<file path="src/nine_bit_pkg.sv">
// constants shared by the nine-bit bus register and its storage slice
package nine_bit_pkg;

    // ------------------------------------------------------------
    // word layout
    // ------------------------------------------------------------
    localparam int DATA_WIDTH = 9;                        // bits held and driven
    localparam logic [8:0] STORE_RESET = 9'h000;          // storage after clear
    localparam logic [8:0] ALL_ZERO = 9'h000;             // reference for checks

    // ------------------------------------------------------------
    // reset release
    // ------------------------------------------------------------
    localparam int RESET_SYNC_STAGES = 2;                 // depth of release chain
    localparam logic [1:0] RESET_SYNC_INIT = 2'h0;        // chain value in reset
    localparam logic [1:0] RESET_SYNC_FILL = 2'h1;        // bit shifted in on release

    // ------------------------------------------------------------
    // capture edge detector and output enable
    // ------------------------------------------------------------
    localparam logic CAPTURE_PREV_RESET = 1'h1;           // no false edge at release
    localparam logic OE_RESET = 1'h0;                     // outputs released in reset

    // capture edge decoder states
    typedef enum logic [0:0] {
        EDGE_IDLE,
        EDGE_HIGH
    } edge_state_t;

endpackage

</file>
<file path="src/store_if.sv">
// bundle between the register top and its storage slice
`timescale 1ns/10ps

interface store_if;
    import nine_bit_pkg::*;

    logic [DATA_WIDTH-1:0] data;   // word presented for loading
    logic load;                    // one-cycle load strobe
    logic [DATA_WIDTH-1:0] held;   // current stored word

    // control side drives data and strobe, reads the word back
    modport ctrl (
        output data,
        output load,
        input held
    );

    // storage side takes data and strobe, shows its word
    modport store (
        input data,
        input load,
        output held
    );

endinterface
</file>
<file path="src/bit_store.sv">
// nine independent storage bits with a common clock and clear
`timescale 1ns/10ps

module bit_store
    import nine_bit_pkg::*;
(
    input wire logic clk,          // system clock
    input wire logic clr_n,        // asynchronous clear, active low
    store_if.store port            // data, strobe and held word
);

    // ------------------------------------------------------------
    // one flip-flop per line
    // ------------------------------------------------------------
    // separate 1-bit flops keep every bit a single-driver variable
    genvar i;
    generate
        for (i = 0; i < DATA_WIDTH; i++) begin : g_bit
            logic bit_reg;

            // clear wins over any load in the same cycle
            always_ff @(posedge clk or negedge clr_n) begin
                if (!clr_n) begin
                    bit_reg <= STORE_RESET[i];
                end else if (port.load) begin
                    bit_reg <= port.data[i];
                end
            end

            assign port.held[i] = bit_reg;
        end
    endgenerate

endmodule

</file>
<file path="src/nine_bit_bus_register.sv">
// nine-bit edge-triggered bus register with load enable, clear and output enable
`timescale 1ns/10ps
//
// Function
// - nine separate storage bits, one per input line, each feeding its output
// - all bits share one capture clock and one output enable
// - on a permitted rising capture edge each bit takes its input level
// - output enable low drives each output with its stored bit
// - output enable high releases all nine outputs
// - output enable never changes the stored word
// - wipe low forces all bits to zero regardless of clock, enable, data
// - new data enters storage only while wipe is high
// - wipe high and enable low loads the word at each rising capture edge
// - wipe high and enable high keeps the stored word unchanged
// - outputs carry the stored bits without inversion

module nine_bit_bus_register
    import nine_bit_pkg::*;
(
    input wire logic sys_clk,                          // system clock, 25 MHz
    input wire logic rst_n,                            // chip reset, active low
    input wire logic [DATA_WIDTH-1:0] input_bits,      // word to capture
    input wire logic capture_clock,                    // capture strobe, rising edge loads
    input wire logic load_enable_n,                    // load permitted when low
    input wire logic wipe_n,                           // clear storage when low
    input wire logic output_enable_n,                  // drive bus when low
    output logic [DATA_WIDTH-1:0] bus_outputs,         // stored word toward the bus
    output logic bus_outputs_oe                        // high while bus_outputs is driven
);

    // ------------------------------------------------------------
    // reset release
    // ------------------------------------------------------------
    logic [RESET_SYNC_STAGES-1:0] rst_sync_reg;
    logic rst_sync_n;

    // assert at once, release after two clean edges
    always_ff @(posedge sys_clk or negedge rst_n) begin
        if (!rst_n) begin
            rst_sync_reg <= RESET_SYNC_INIT;
        end else begin
            rst_sync_reg <= {rst_sync_reg[0], RESET_SYNC_FILL[0]};
        end
    end

    assign rst_sync_n = rst_sync_reg[RESET_SYNC_STAGES-1];

    // ------------------------------------------------------------
    // capture edge detection
    // ------------------------------------------------------------
    // capture_clock is a sampled level; the rising edge is found here
    function automatic logic rising(input logic now_level, input logic was_level);
        rising = now_level & ~was_level;
    endfunction

    edge_state_t edge_state_reg;
    edge_state_t edge_state_next;
    logic capture_edge;
    logic load_request;
    logic load_now;

    // state remembers the last sampled level of the capture strobe
    always_comb begin
        unique case (edge_state_reg)
            EDGE_IDLE: edge_state_next = capture_clock ? EDGE_HIGH : EDGE_IDLE;
            EDGE_HIGH: edge_state_next = capture_clock ? EDGE_HIGH : EDGE_IDLE;
        endcase
    end

    // starts high so a strobe already up at release is not taken as an edge
    always_ff @(posedge sys_clk or negedge rst_sync_n) begin
        if (!rst_sync_n) begin
            edge_state_reg <= CAPTURE_PREV_RESET ? EDGE_HIGH : EDGE_IDLE;
        end else begin
            edge_state_reg <= edge_state_next;
        end
    end

    // one shared edge and one shared enable steer all nine bits
    assign capture_edge = rising(capture_clock, edge_state_reg == EDGE_HIGH);
    assign load_request = capture_edge & ~load_enable_n;
    assign load_now = load_request & wipe_n;

    // ------------------------------------------------------------
    // storage
    // ------------------------------------------------------------
    // wipe is ored into the clear without a clock; a short low pulse
    // between edges still empties the word, at the cost of a gated reset
    store_if store_bus ();
    logic store_clr_n;

    assign store_clr_n = rst_sync_n & wipe_n;
    assign store_bus.data = input_bits;
    assign store_bus.load = load_now;

    bit_store u_store (
        .clk(sys_clk),
        .clr_n(store_clr_n),
        .port(store_bus)
    );

    // word comes straight from the storage flops
    assign bus_outputs = store_bus.held;

    // ------------------------------------------------------------
    // output enable
    // ------------------------------------------------------------
    logic oe_reg;

    // registered so the port comes from a flop; one cycle behind the pin
    always_ff @(posedge sys_clk or negedge rst_sync_n) begin
        if (!rst_sync_n) begin
            oe_reg <= OE_RESET;
        end else begin
            oe_reg <= ~output_enable_n;
        end
    end

    assign bus_outputs_oe = oe_reg;

    // ------------------------------------------------------------
    // checks
    // ------------------------------------------------------------
    // a load edge with wipe high shows the sampled word a cycle later
    a_load_takes_word: assert property (
        @(posedge sys_clk) disable iff (!rst_sync_n)
        (capture_edge && !load_enable_n && wipe_n) |=>
            (!wipe_n || bus_outputs == $past(input_bits))
    ) else $error("loaded word differs from sampled input");

    // enable high blocks the load on a capture edge
    a_hold_when_off: assert property (
        @(posedge sys_clk) disable iff (!rst_sync_n)
        (capture_edge && load_enable_n && wipe_n) |=> (!wipe_n || $stable(bus_outputs))
    ) else $error("word changed with load enable high");

    // no edge, no change, whatever the data does
    a_hold_no_edge: assert property (
        @(posedge sys_clk) disable iff (!rst_sync_n)
        (!capture_edge && wipe_n) |=> (!wipe_n || $stable(bus_outputs))
    ) else $error("word changed without a capture edge");

    // wipe low shows an empty word at every edge it covers
    a_wipe_clears: assert property (
        @(posedge sys_clk) disable iff (!rst_sync_n)
        !wipe_n |-> bus_outputs == ALL_ZERO
    ) else $error("storage not zero while wipe is low");

    // wipe beats a load requested in the same cycle
    a_wipe_priority: assert property (
        @(posedge sys_clk) disable iff (!rst_sync_n)
        (load_request && !wipe_n) |-> (bus_outputs == ALL_ZERO) ##1 (bus_outputs == ALL_ZERO)
    ) else $error("load won over wipe");

    // any change to a nonzero word needs a load a cycle before
    a_load_needs_wipe: assert property (
        @(posedge sys_clk) disable iff (!rst_sync_n)
        (bus_outputs != $past(bus_outputs) && bus_outputs != ALL_ZERO) |->
            ($past(load_request) && $past(wipe_n))
    ) else $error("word entered storage without a permitted load");

    // enable low on the pin drives the bus on the next edge
    a_oe_drives: assert property (
        @(posedge sys_clk) disable iff (!rst_sync_n)
        !output_enable_n |=> bus_outputs_oe
    ) else $error("bus not driven with output enable low");

    // enable high on two samples in a row leaves the bus released on the next edge
    a_oe_releases: assert property (
        @(posedge sys_clk) disable iff (!rst_sync_n)
        output_enable_n [*2] |=> !bus_outputs_oe [*1]
    ) else $error("bus driven with output enable high");

    // toggling the enable alone leaves the word alone
    a_oe_no_effect: assert property (
        @(posedge sys_clk) disable iff (!rst_sync_n)
        ($changed(output_enable_n) && !load_now && wipe_n) |=> (!wipe_n || $stable(bus_outputs))
    ) else $error("output enable disturbed the stored word");

    // ------------------------------------------------------------
    // capture edge checks
    // ------------------------------------------------------------
    // a capture edge lasts one sample; a held strobe cannot load twice
    a_edge_one_cycle: assert property (
        @(posedge sys_clk) disable iff (!rst_sync_n)
        capture_edge |=> !capture_edge
    ) else $error("capture edge seen on two samples in a row");

    // an edge needs the strobe low on the sample before
    a_edge_after_low: assert property (
        @(posedge sys_clk) disable iff (!rst_sync_n)
        capture_edge |-> !$past(capture_clock)
    ) else $error("capture edge without a low strobe before it");

    // a low to high step of the strobe out of reset is never missed
    a_edge_takes_high: assert property (
        @(posedge sys_clk) disable iff (!rst_sync_n)
        (capture_clock && !$past(capture_clock) && $past(rst_sync_n)) |-> capture_edge
    ) else $error("rising strobe not taken as a capture edge");

    // the one shared detector tracks the strobe on every sample out of reset
    a_state_follows: assert property (
        @(posedge sys_clk) disable iff (!rst_sync_n)
        $past(rst_sync_n) |-> (edge_state_reg == EDGE_HIGH) == $past(capture_clock)
    ) else $error("edge detector lost the strobe level");

    // ------------------------------------------------------------
    // storage checks
    // ------------------------------------------------------------
    // data moving under a high load enable never reaches storage
    a_hold_ignores_data: assert property (
        @(posedge sys_clk) disable iff (!rst_sync_n)
        (load_enable_n && wipe_n && $changed(input_bits)) |=> (!wipe_n || $stable(bus_outputs))
    ) else $error("word followed the data with load enable high");

    // a loaded word stands while no further edge comes
    a_load_stands: assert property (
        @(posedge sys_clk) disable iff (!rst_sync_n)
        load_now ##1 (!capture_edge && wipe_n) |=> (!wipe_n || $stable(bus_outputs))
    ) else $error("loaded word did not stand");

    // wipe low leaves the word empty on the next sample as well
    a_wipe_holds_zero: assert property (
        @(posedge sys_clk) disable iff (!rst_sync_n)
        !wipe_n |=> bus_outputs == ALL_ZERO
    ) else $error("word not empty the sample after wipe");

    // a permitted edge under wipe is dropped, not kept for later
    a_wipe_drops_load: assert property (
        @(posedge sys_clk) disable iff (!rst_sync_n)
        (capture_edge && !load_enable_n && !wipe_n) ##1 wipe_n |-> bus_outputs == ALL_ZERO
    ) else $error("load under wipe reached storage");

    // lifting the wipe alone brings no data in
    a_wipe_lift_empty: assert property (
        @(posedge sys_clk) disable iff (!rst_sync_n)
        ($rose(wipe_n) && !load_now) |=> bus_outputs == ALL_ZERO
    ) else $error("data entered storage as wipe lifted");

    // the output enable does not gate loading: a released bus still loads
    a_load_while_off: assert property (
        @(posedge sys_clk) disable iff (!rst_sync_n)
        (load_now && output_enable_n) ##1 wipe_n |-> bus_outputs == $past(input_bits)
    ) else $error("load with output enable high went wrong");

    // ------------------------------------------------------------
    // output enable checks
    // ------------------------------------------------------------
    // moving the drive flag leaves the word alone in either direction
    a_oe_edge_keeps: assert property (
        @(posedge sys_clk) disable iff (!rst_sync_n)
        $changed(bus_outputs_oe) |-> ($stable(bus_outputs) || $past(load_now) || !wipe_n)
    ) else $error("drive flag change disturbed the word");

    // the drive flag is the pin one sample late, nothing else
    a_oe_follows: assert property (
        @(posedge sys_clk) disable iff (!rst_sync_n)
        $past(rst_sync_n) |-> bus_outputs_oe == !$past(output_enable_n)
    ) else $error("drive flag does not follow the output enable");

    // ------------------------------------------------------------
    // reset checks
    // ------------------------------------------------------------
    // reset empties the word and releases the bus at every edge it covers
    a_reset_word: assert property (
        @(posedge sys_clk)
        !rst_sync_n |-> bus_outputs == ALL_ZERO
    ) else $error("word not empty during reset");

    a_reset_released: assert property (
        @(posedge sys_clk)
        !rst_sync_n |-> !bus_outputs_oe
    ) else $error("bus driven during reset");

    // ------------------------------------------------------------
    // per-line checks
    // ------------------------------------------------------------
    // each line moves on its own load or the wipe, never from a neighbour
    for (genvar b = 0; b < DATA_WIDTH; b++) begin : g_line_check
        a_line_cause: assert property (
            @(posedge sys_clk) disable iff (!rst_sync_n)
            $changed(bus_outputs[b]) |-> (!wipe_n || $past(load_now))
        ) else $error("output line changed without load or wipe");

        // a loaded line carries its own input level, not inverted
        a_line_copy: assert property (
            @(posedge sys_clk) disable iff (!rst_sync_n)
            load_now ##1 wipe_n |-> bus_outputs[b] == $past(input_bits[b])
        ) else $error("output line does not match its input line");

        // wipe low holds every line low
        a_line_wipe: assert property (
            @(posedge sys_clk) disable iff (!rst_sync_n)
            !wipe_n |-> !bus_outputs[b]
        ) else $error("output line high under wipe");
    end

endmodule

</file>
<file path="config.mk">
export PLATFORM = sky130hd
export DESIGN_NAME = nine_bit_bus_register
export DESIGN_NICKNAME = d
export VERILOG_FILES = /design/src/nine_bit_pkg.sv /design/src/store_if.sv /design/src/bit_store.sv /design/src/nine_bit_bus_register.sv
export SDC_FILE = /design/constraint.sdc
export NUM_CORES = 1
export LEC_CHECK = 0
export BUFFER_PORTS_ARGS = -buffer_cell sky130_fd_sc_hd__buf_2
export CAP_MARGIN = 20
export CORE_MARGIN = 5
export CORE_UTILIZATION = 43
export CTS_CLUSTER_SIZE = 14
export DETAILED_ROUTE_END_ITERATION = 6
export PLACE_DENSITY = 0.78
export SETUP_SLACK_MARGIN = 0.1
export SYNTH_ARGS = -nofsm -noshare
export SYNTH_HDL_FRONTEND = slang
export SYNTH_SLANG_ARGS = --single-unit
</file>
<file path="constraint.sdc">
create_clock -name sys_clk -period 0.8 [get_ports sys_clk]
set_input_delay 0.16 -clock sys_clk [delete_from_list [all_inputs] [get_ports sys_clk]]
set_output_delay 0.16 -clock sys_clk [all_outputs]
set_load 0.01 [all_outputs]
</file>
---- Word level (Yosys, flattened, before mapping) ----
Index checks and enable logic that the tools add are counted.
word-level totals
  output and inout port bits .............. 10
  logic and storage cells ................. 20
  ROM bits ................................ 0
  flip-flop bits (word level) ............. 13
  bits in latches ......................... 0
  memories ................................ 0
  RAM bits ................................ 0
  bits of input ports ..................... 15
cells by class
  reductions and logical operators ........ 0
  add/subtract/negate cells ............... 0
  shift-type cells ........................ 0
  muxes and demuxes ....................... 1
  div/mod/pow operators ................... 0
  multiply operators ...................... 0
  $lt $le $gt $ge ......................... 0
  eq/ne operators ......................... 0
  bitwise operators ....................... 7
operator list
  cell           number
  $and A1 B1 Y1  4
  $not A1 Y1     3
  $mux W1        1

---- Logic depth before layout (Yosys ltp) ----
  depth in word-level cells ............... 4
  depth in mapped cells ................... 3
  mapped depth without buffers ............ 2

---- Modules after synthesis ----
Synthesis repeated with hierarchy kept, for this count alone.
second synthesis, totals
  cell total of the unflattened synthesis .. 36
  area total of the unflattened synthesis .. 566.8 µm²
modules (own cells, without submodules)
  module                 cells an instance  area an instance (µm²)  times used  seq. area each (µm²)
  bit_store              28                 439.2                   1           225.2
  nine_bit_bus_register  8                  127.6                   1           101.3

---- Worst setup path after synthesis ----
Ideal clock, no wire load.
  path type ............................... register to register
  start point ............................. register edge_state_reg
  end point ............................... register u_store.g_bit[0].bit_reg
  cell stages (with the launch flop) ...... 4
  required time ........................... 0.675 ns
  setup time .............................. 0.125 ns
  period minus slack after synthesis ...... 1.248 ns
  buffers on the path ..................... 1
  setup slack ............................. -0.448 ns
  arrival time ............................ 1.123 ns
  cell sequence ........................... dfstp_2 > and4bb_1 > buf_6 > mux2_4
between the ends
  word-level cells in the longest chain between the ends .. 4
ends and longest elaborated chain
  item                    line                         source
  start, declared         nine_bit_bus_register.sv:56  edge_state_t edge_state_reg;
  start signal, assigned  nine_bit_bus_register.sv:73  edge_state_reg <= CAPTURE_PREV_RESET ? EDGE_HIGH : EDGE_IDLE;
  start signal, assigned  nine_bit_bus_register.sv:75  edge_state_reg <= edge_state_next;
  $not A1 Y1              nine_bit_bus_register.sv:53  rising = now_level & ~was_level;
  $and A1 B1 Y1           nine_bit_bus_register.sv:53
  $and A1 B1 Y1           nine_bit_bus_register.sv:81  assign load_request = capture_edge & ~load_enable_n;
  $and A1 B1 Y1           nine_bit_bus_register.sv:82  assign load_now = load_request & wipe_n;
  end signal, assigned    bit_store.sv:24              bit_reg <= STORE_RESET[i];
  end signal, assigned    bit_store.sv:26              bit_reg <= port.data[i];
  end, declared           bit_store.sv:19              logic bit_reg;
No other way between the ends.
A chain may end at the register's enable or synchronous reset.

---- Final worst setup path ----
  start point ............................. register edge_state_reg
  end point ............................... register u_store.g_bit[6].bit_reg
between the ends
  word-level cells in the longest chain between the ends .. 4
ends and longest elaborated chain
  item                  line
  $not A1 Y1            nine_bit_bus_register.sv:53
  $and A1 B1 Y1         nine_bit_bus_register.sv:53
  $and A1 B1 Y1         nine_bit_bus_register.sv:81
  $and A1 B1 Y1         nine_bit_bus_register.sv:82
  end signal, assigned  bit_store.sv:24
  end signal, assigned  bit_store.sv:26
  end, declared         bit_store.sv:19
No other way between the ends.

==> results.toml <==
[cts]
register_clock_pin_slew_on_the_reported_worst_setup_and_hold_paths_ps = 70
cts_root_buf = "sky130_fd_sc_hd__clkbuf_4"
clock_path_buffers = 2
cts.hold.buffers_added = 2
worstSkewPairLatency_ps = 260
cts.sinks = 13
deepest_level_of_the_cts_h_tree = 1
tritoncts = "built"
cts_made_buffers = 3

[synthesis]
syn_inst = 36
post_synth.cell_area_avg_um2 = 15.7
yosys_register_bits = 13
synthesis.area_um2 = 567
synth.net_count = 51
netlist-cell-type-count = 9
synthesis.yosys.warnings = 0
portion_of_the_post_synthesis_area_used_by_sequential_elements_pct = 57.6

[critical_path]
critical_path.cell_chain = "and4bb_1 > buf_4 > mux2_4"
timing.critical_path.from_type = "flop"
critical_path.slowest_cell = "sky130_fd_sc_hd__dfstp_2"
slowest_delay_ps = 510
critical_path_class = "flop to flop"
worstPathRequired_ps = 950
timing.critical_path.fanout_max = 4
cp.arrival_ps = 1420
cp_num_buf_inv = 1
cp_top_family = "flip-flops"
cp_capture_type = "flop"

[cells_and_area]
final_design_area_no_fill_um2 = 746
diodes = 0
final_net_count = 81
final_core_util_pct = 58.8
area_overhead_of_the_layout_relative_to_synthesis_pct = 31.6
layout-drive-gt1-share_pct = 72.3
largest_register_ffs = 9

[sta]
report.final.slew_viol_count = 0
finalWorstSetupSlack_ps = -472
skew_ps = 3.58
grt_setup_unrepaired = "yes"
period_minus_slack_ps = 1270
finalCritPeriodShare_pct = 159
fmax_ghz = 0.786
final.hold.worst_slack_ps = -128
hold_violations = 9
setup_viol_count_final = 19

[drt]
num_vias = 342
detail_route.wl_per_cell_um = 12.1
detailedRoute.firstPassIterationCount = 1
detail-route-antenna-nets = 0
post-route-drc-count = 0
drt-vias-per-instance = 4.28
initialDrtViolationCount = 0
detail_route.wirelength_um = 964

[floorplan]
die_width_um = 46.3
core_area_um2 = 1270
num_rows = 13
top_level_ports = 25
start_util_pct = 44.7
height_of_the_chip_um = 46.3
floorplan.die_area_um2 = 2140

[placement]
postPlaceCellArea_um2 = 642
place_congestion = 0.650
dp.final_hpwl_um = 797
port-buffer-count = 24

[global_route]
largest_net_degree_at_the_start_of_global_routing = 10
grt_pass1_wl_um = 1480
first_global_vias = 358
grtUsageTotal_pct = 10.2
antenna_found_initial = 0
overflow = 0

[power_and_ir_drop]
report.power.total_mw = 1.70
powerDensity_nw_per_um2 = 2270
p_leak_nw = 0.404
vdd.ir_drop.worst_uv = 991

[run_status]
outcome = "complete, but fails checks"
violations_in_the_final_reports = "negative hold slack, negative setup slack"

[worst_hold_path]
worstHoldPathType = "input port to async pin"

[flow_run]
timing.max_cap.violations = 0
==> Yosys cell counts (all sizes together) <==
cell type   n  area (um^2)
and2        1         6.26
dfstp       1         26.3
dfrtp      12          300
inv         1         3.75
conb        1         3.75
and4bb      1         12.5
mux2        9          135
buf        10         78.8
==> path summary, 6_finish.rpt <==
path,start,endpoint,slack [ps],depth (start not counted)
setup / recovery,edge_state_reg$_DFF_PN1_,u_store.g_bit[6].bit_reg$_DFFE_PN0P_,-470,3
hold / removal,wipe_n,u_store.g_bit[4].bit_reg$_DFFE_PN0P_,-130,2
setup reg to reg,edge_state_reg$_DFF_PN1_,u_store.g_bit[6].bit_reg$_DFFE_PN0P_,-470,3
hold reg to reg,rst_sync_reg[1]$_DFF_PN0_,bus_outputs_oe$_DFF_PN0_,30,0
max in group asynchronous,rst_sync_reg[1]$_DFF_PN0_,u_store.g_bit[1].bit_reg$_DFFE_PN0P_,320,1
min in group sys_clk,output_enable_n,bus_outputs_oe$_DFF_PN0_,30,2
==> area by class of cell <==
class / instances / area, um^2
clock buffer: 4 / 26.3
fill: 106 / 523
inverter: 1 / 3.75
multi-input combinational: 12 / 159
sequential: 13 / 327
tap: 15 / 18.8
timing repair buffer: 35 / 211
==> per-stage QoR <==
stage	setup TNS (ps)	hold WS [ps]	worst slack, ps	std cells
final	-5430	-128	-472	80
after global routing	-6290	-132	-515	80
after CTS	-5560	-66.8	-476	80
after detailed placement	-4080	-53.1	-474	67
after global placement	-3990	-54.2	-446	67
after floorplan	-3780	-136	-420	36
==> worst register-to-register path, delay by kind of cell (launching register included) <==
family	cells	cell delay (ps)
flops	1	510
mux	1	290
simple gates	1	190
buf+inv	1	160
==> cell families (layout without fill, tap and decap cells) <==
logic type	after synthesis	count (layout)	share of synthesized area [%]
other cells	1	1	0.662
simple gates	2	2	3.31
mux	9	9	23.8
buf+inv	11	40	14.6
flops	13	13	57.6
==> report_power, final <==
group	internal, mW	switching (mW)	leakage [nW]	total, mW
sequential	0.770	0.0511	0.158	0.821
clock	0.192	0.182	0.0150	0.374
combinational	0.329	0.172	0.231	0.500
total	1.29	0.405	0.404	1.70
==> per-layer routing <==
layer | GRT usage [%] | vias to the layer above | share of wire [%]
met5 | 0 | - | 0
met4 | 5.11 | 0 | 0
met2 | 16.8 | 13 | 54
li1 | - | 165 | -
met3 | 3.13 | 0 | 9.5
met1 | 11.8 | 164 | 37
==> cells in the final DEF (no fill, tap or decap) <==
cell type                        n
sky130_fd_sc_hd__buf_2          24
sky130_fd_sc_hd__dlygate4sd3_1   2
sky130_fd_sc_hd__and4bb_1        1
sky130_fd_sc_hd__inv_1           1
sky130_fd_sc_hd__dfstp_2         1
sky130_fd_sc_hd__clkbuf_4        3
sky130_fd_sc_hd__and2_2          1
sky130_fd_sc_hd__mux2_4          9
sky130_fd_sc_hd__conb_1          1
sky130_fd_sc_hd__buf_6           1
sky130_fd_sc_hd__buf_4           8
sky130_fd_sc_hd__dfrtp_1        12
sky130_fd_sc_hd__clkbuf_1        1
==> what timing repair did <==
| item | in CTS | in global routing |
|---|---|---|
| endpoints found under the setup margin | 19 | 28 |
| buffers inserted | 7 | 0 |
| hold endpoints to repair | 12 | 9 |
| pin swaps | 0 | 0 |
| gates resized for setup | 1 | 1 |
No activity file was read; power rests on OpenSTA's default activity.
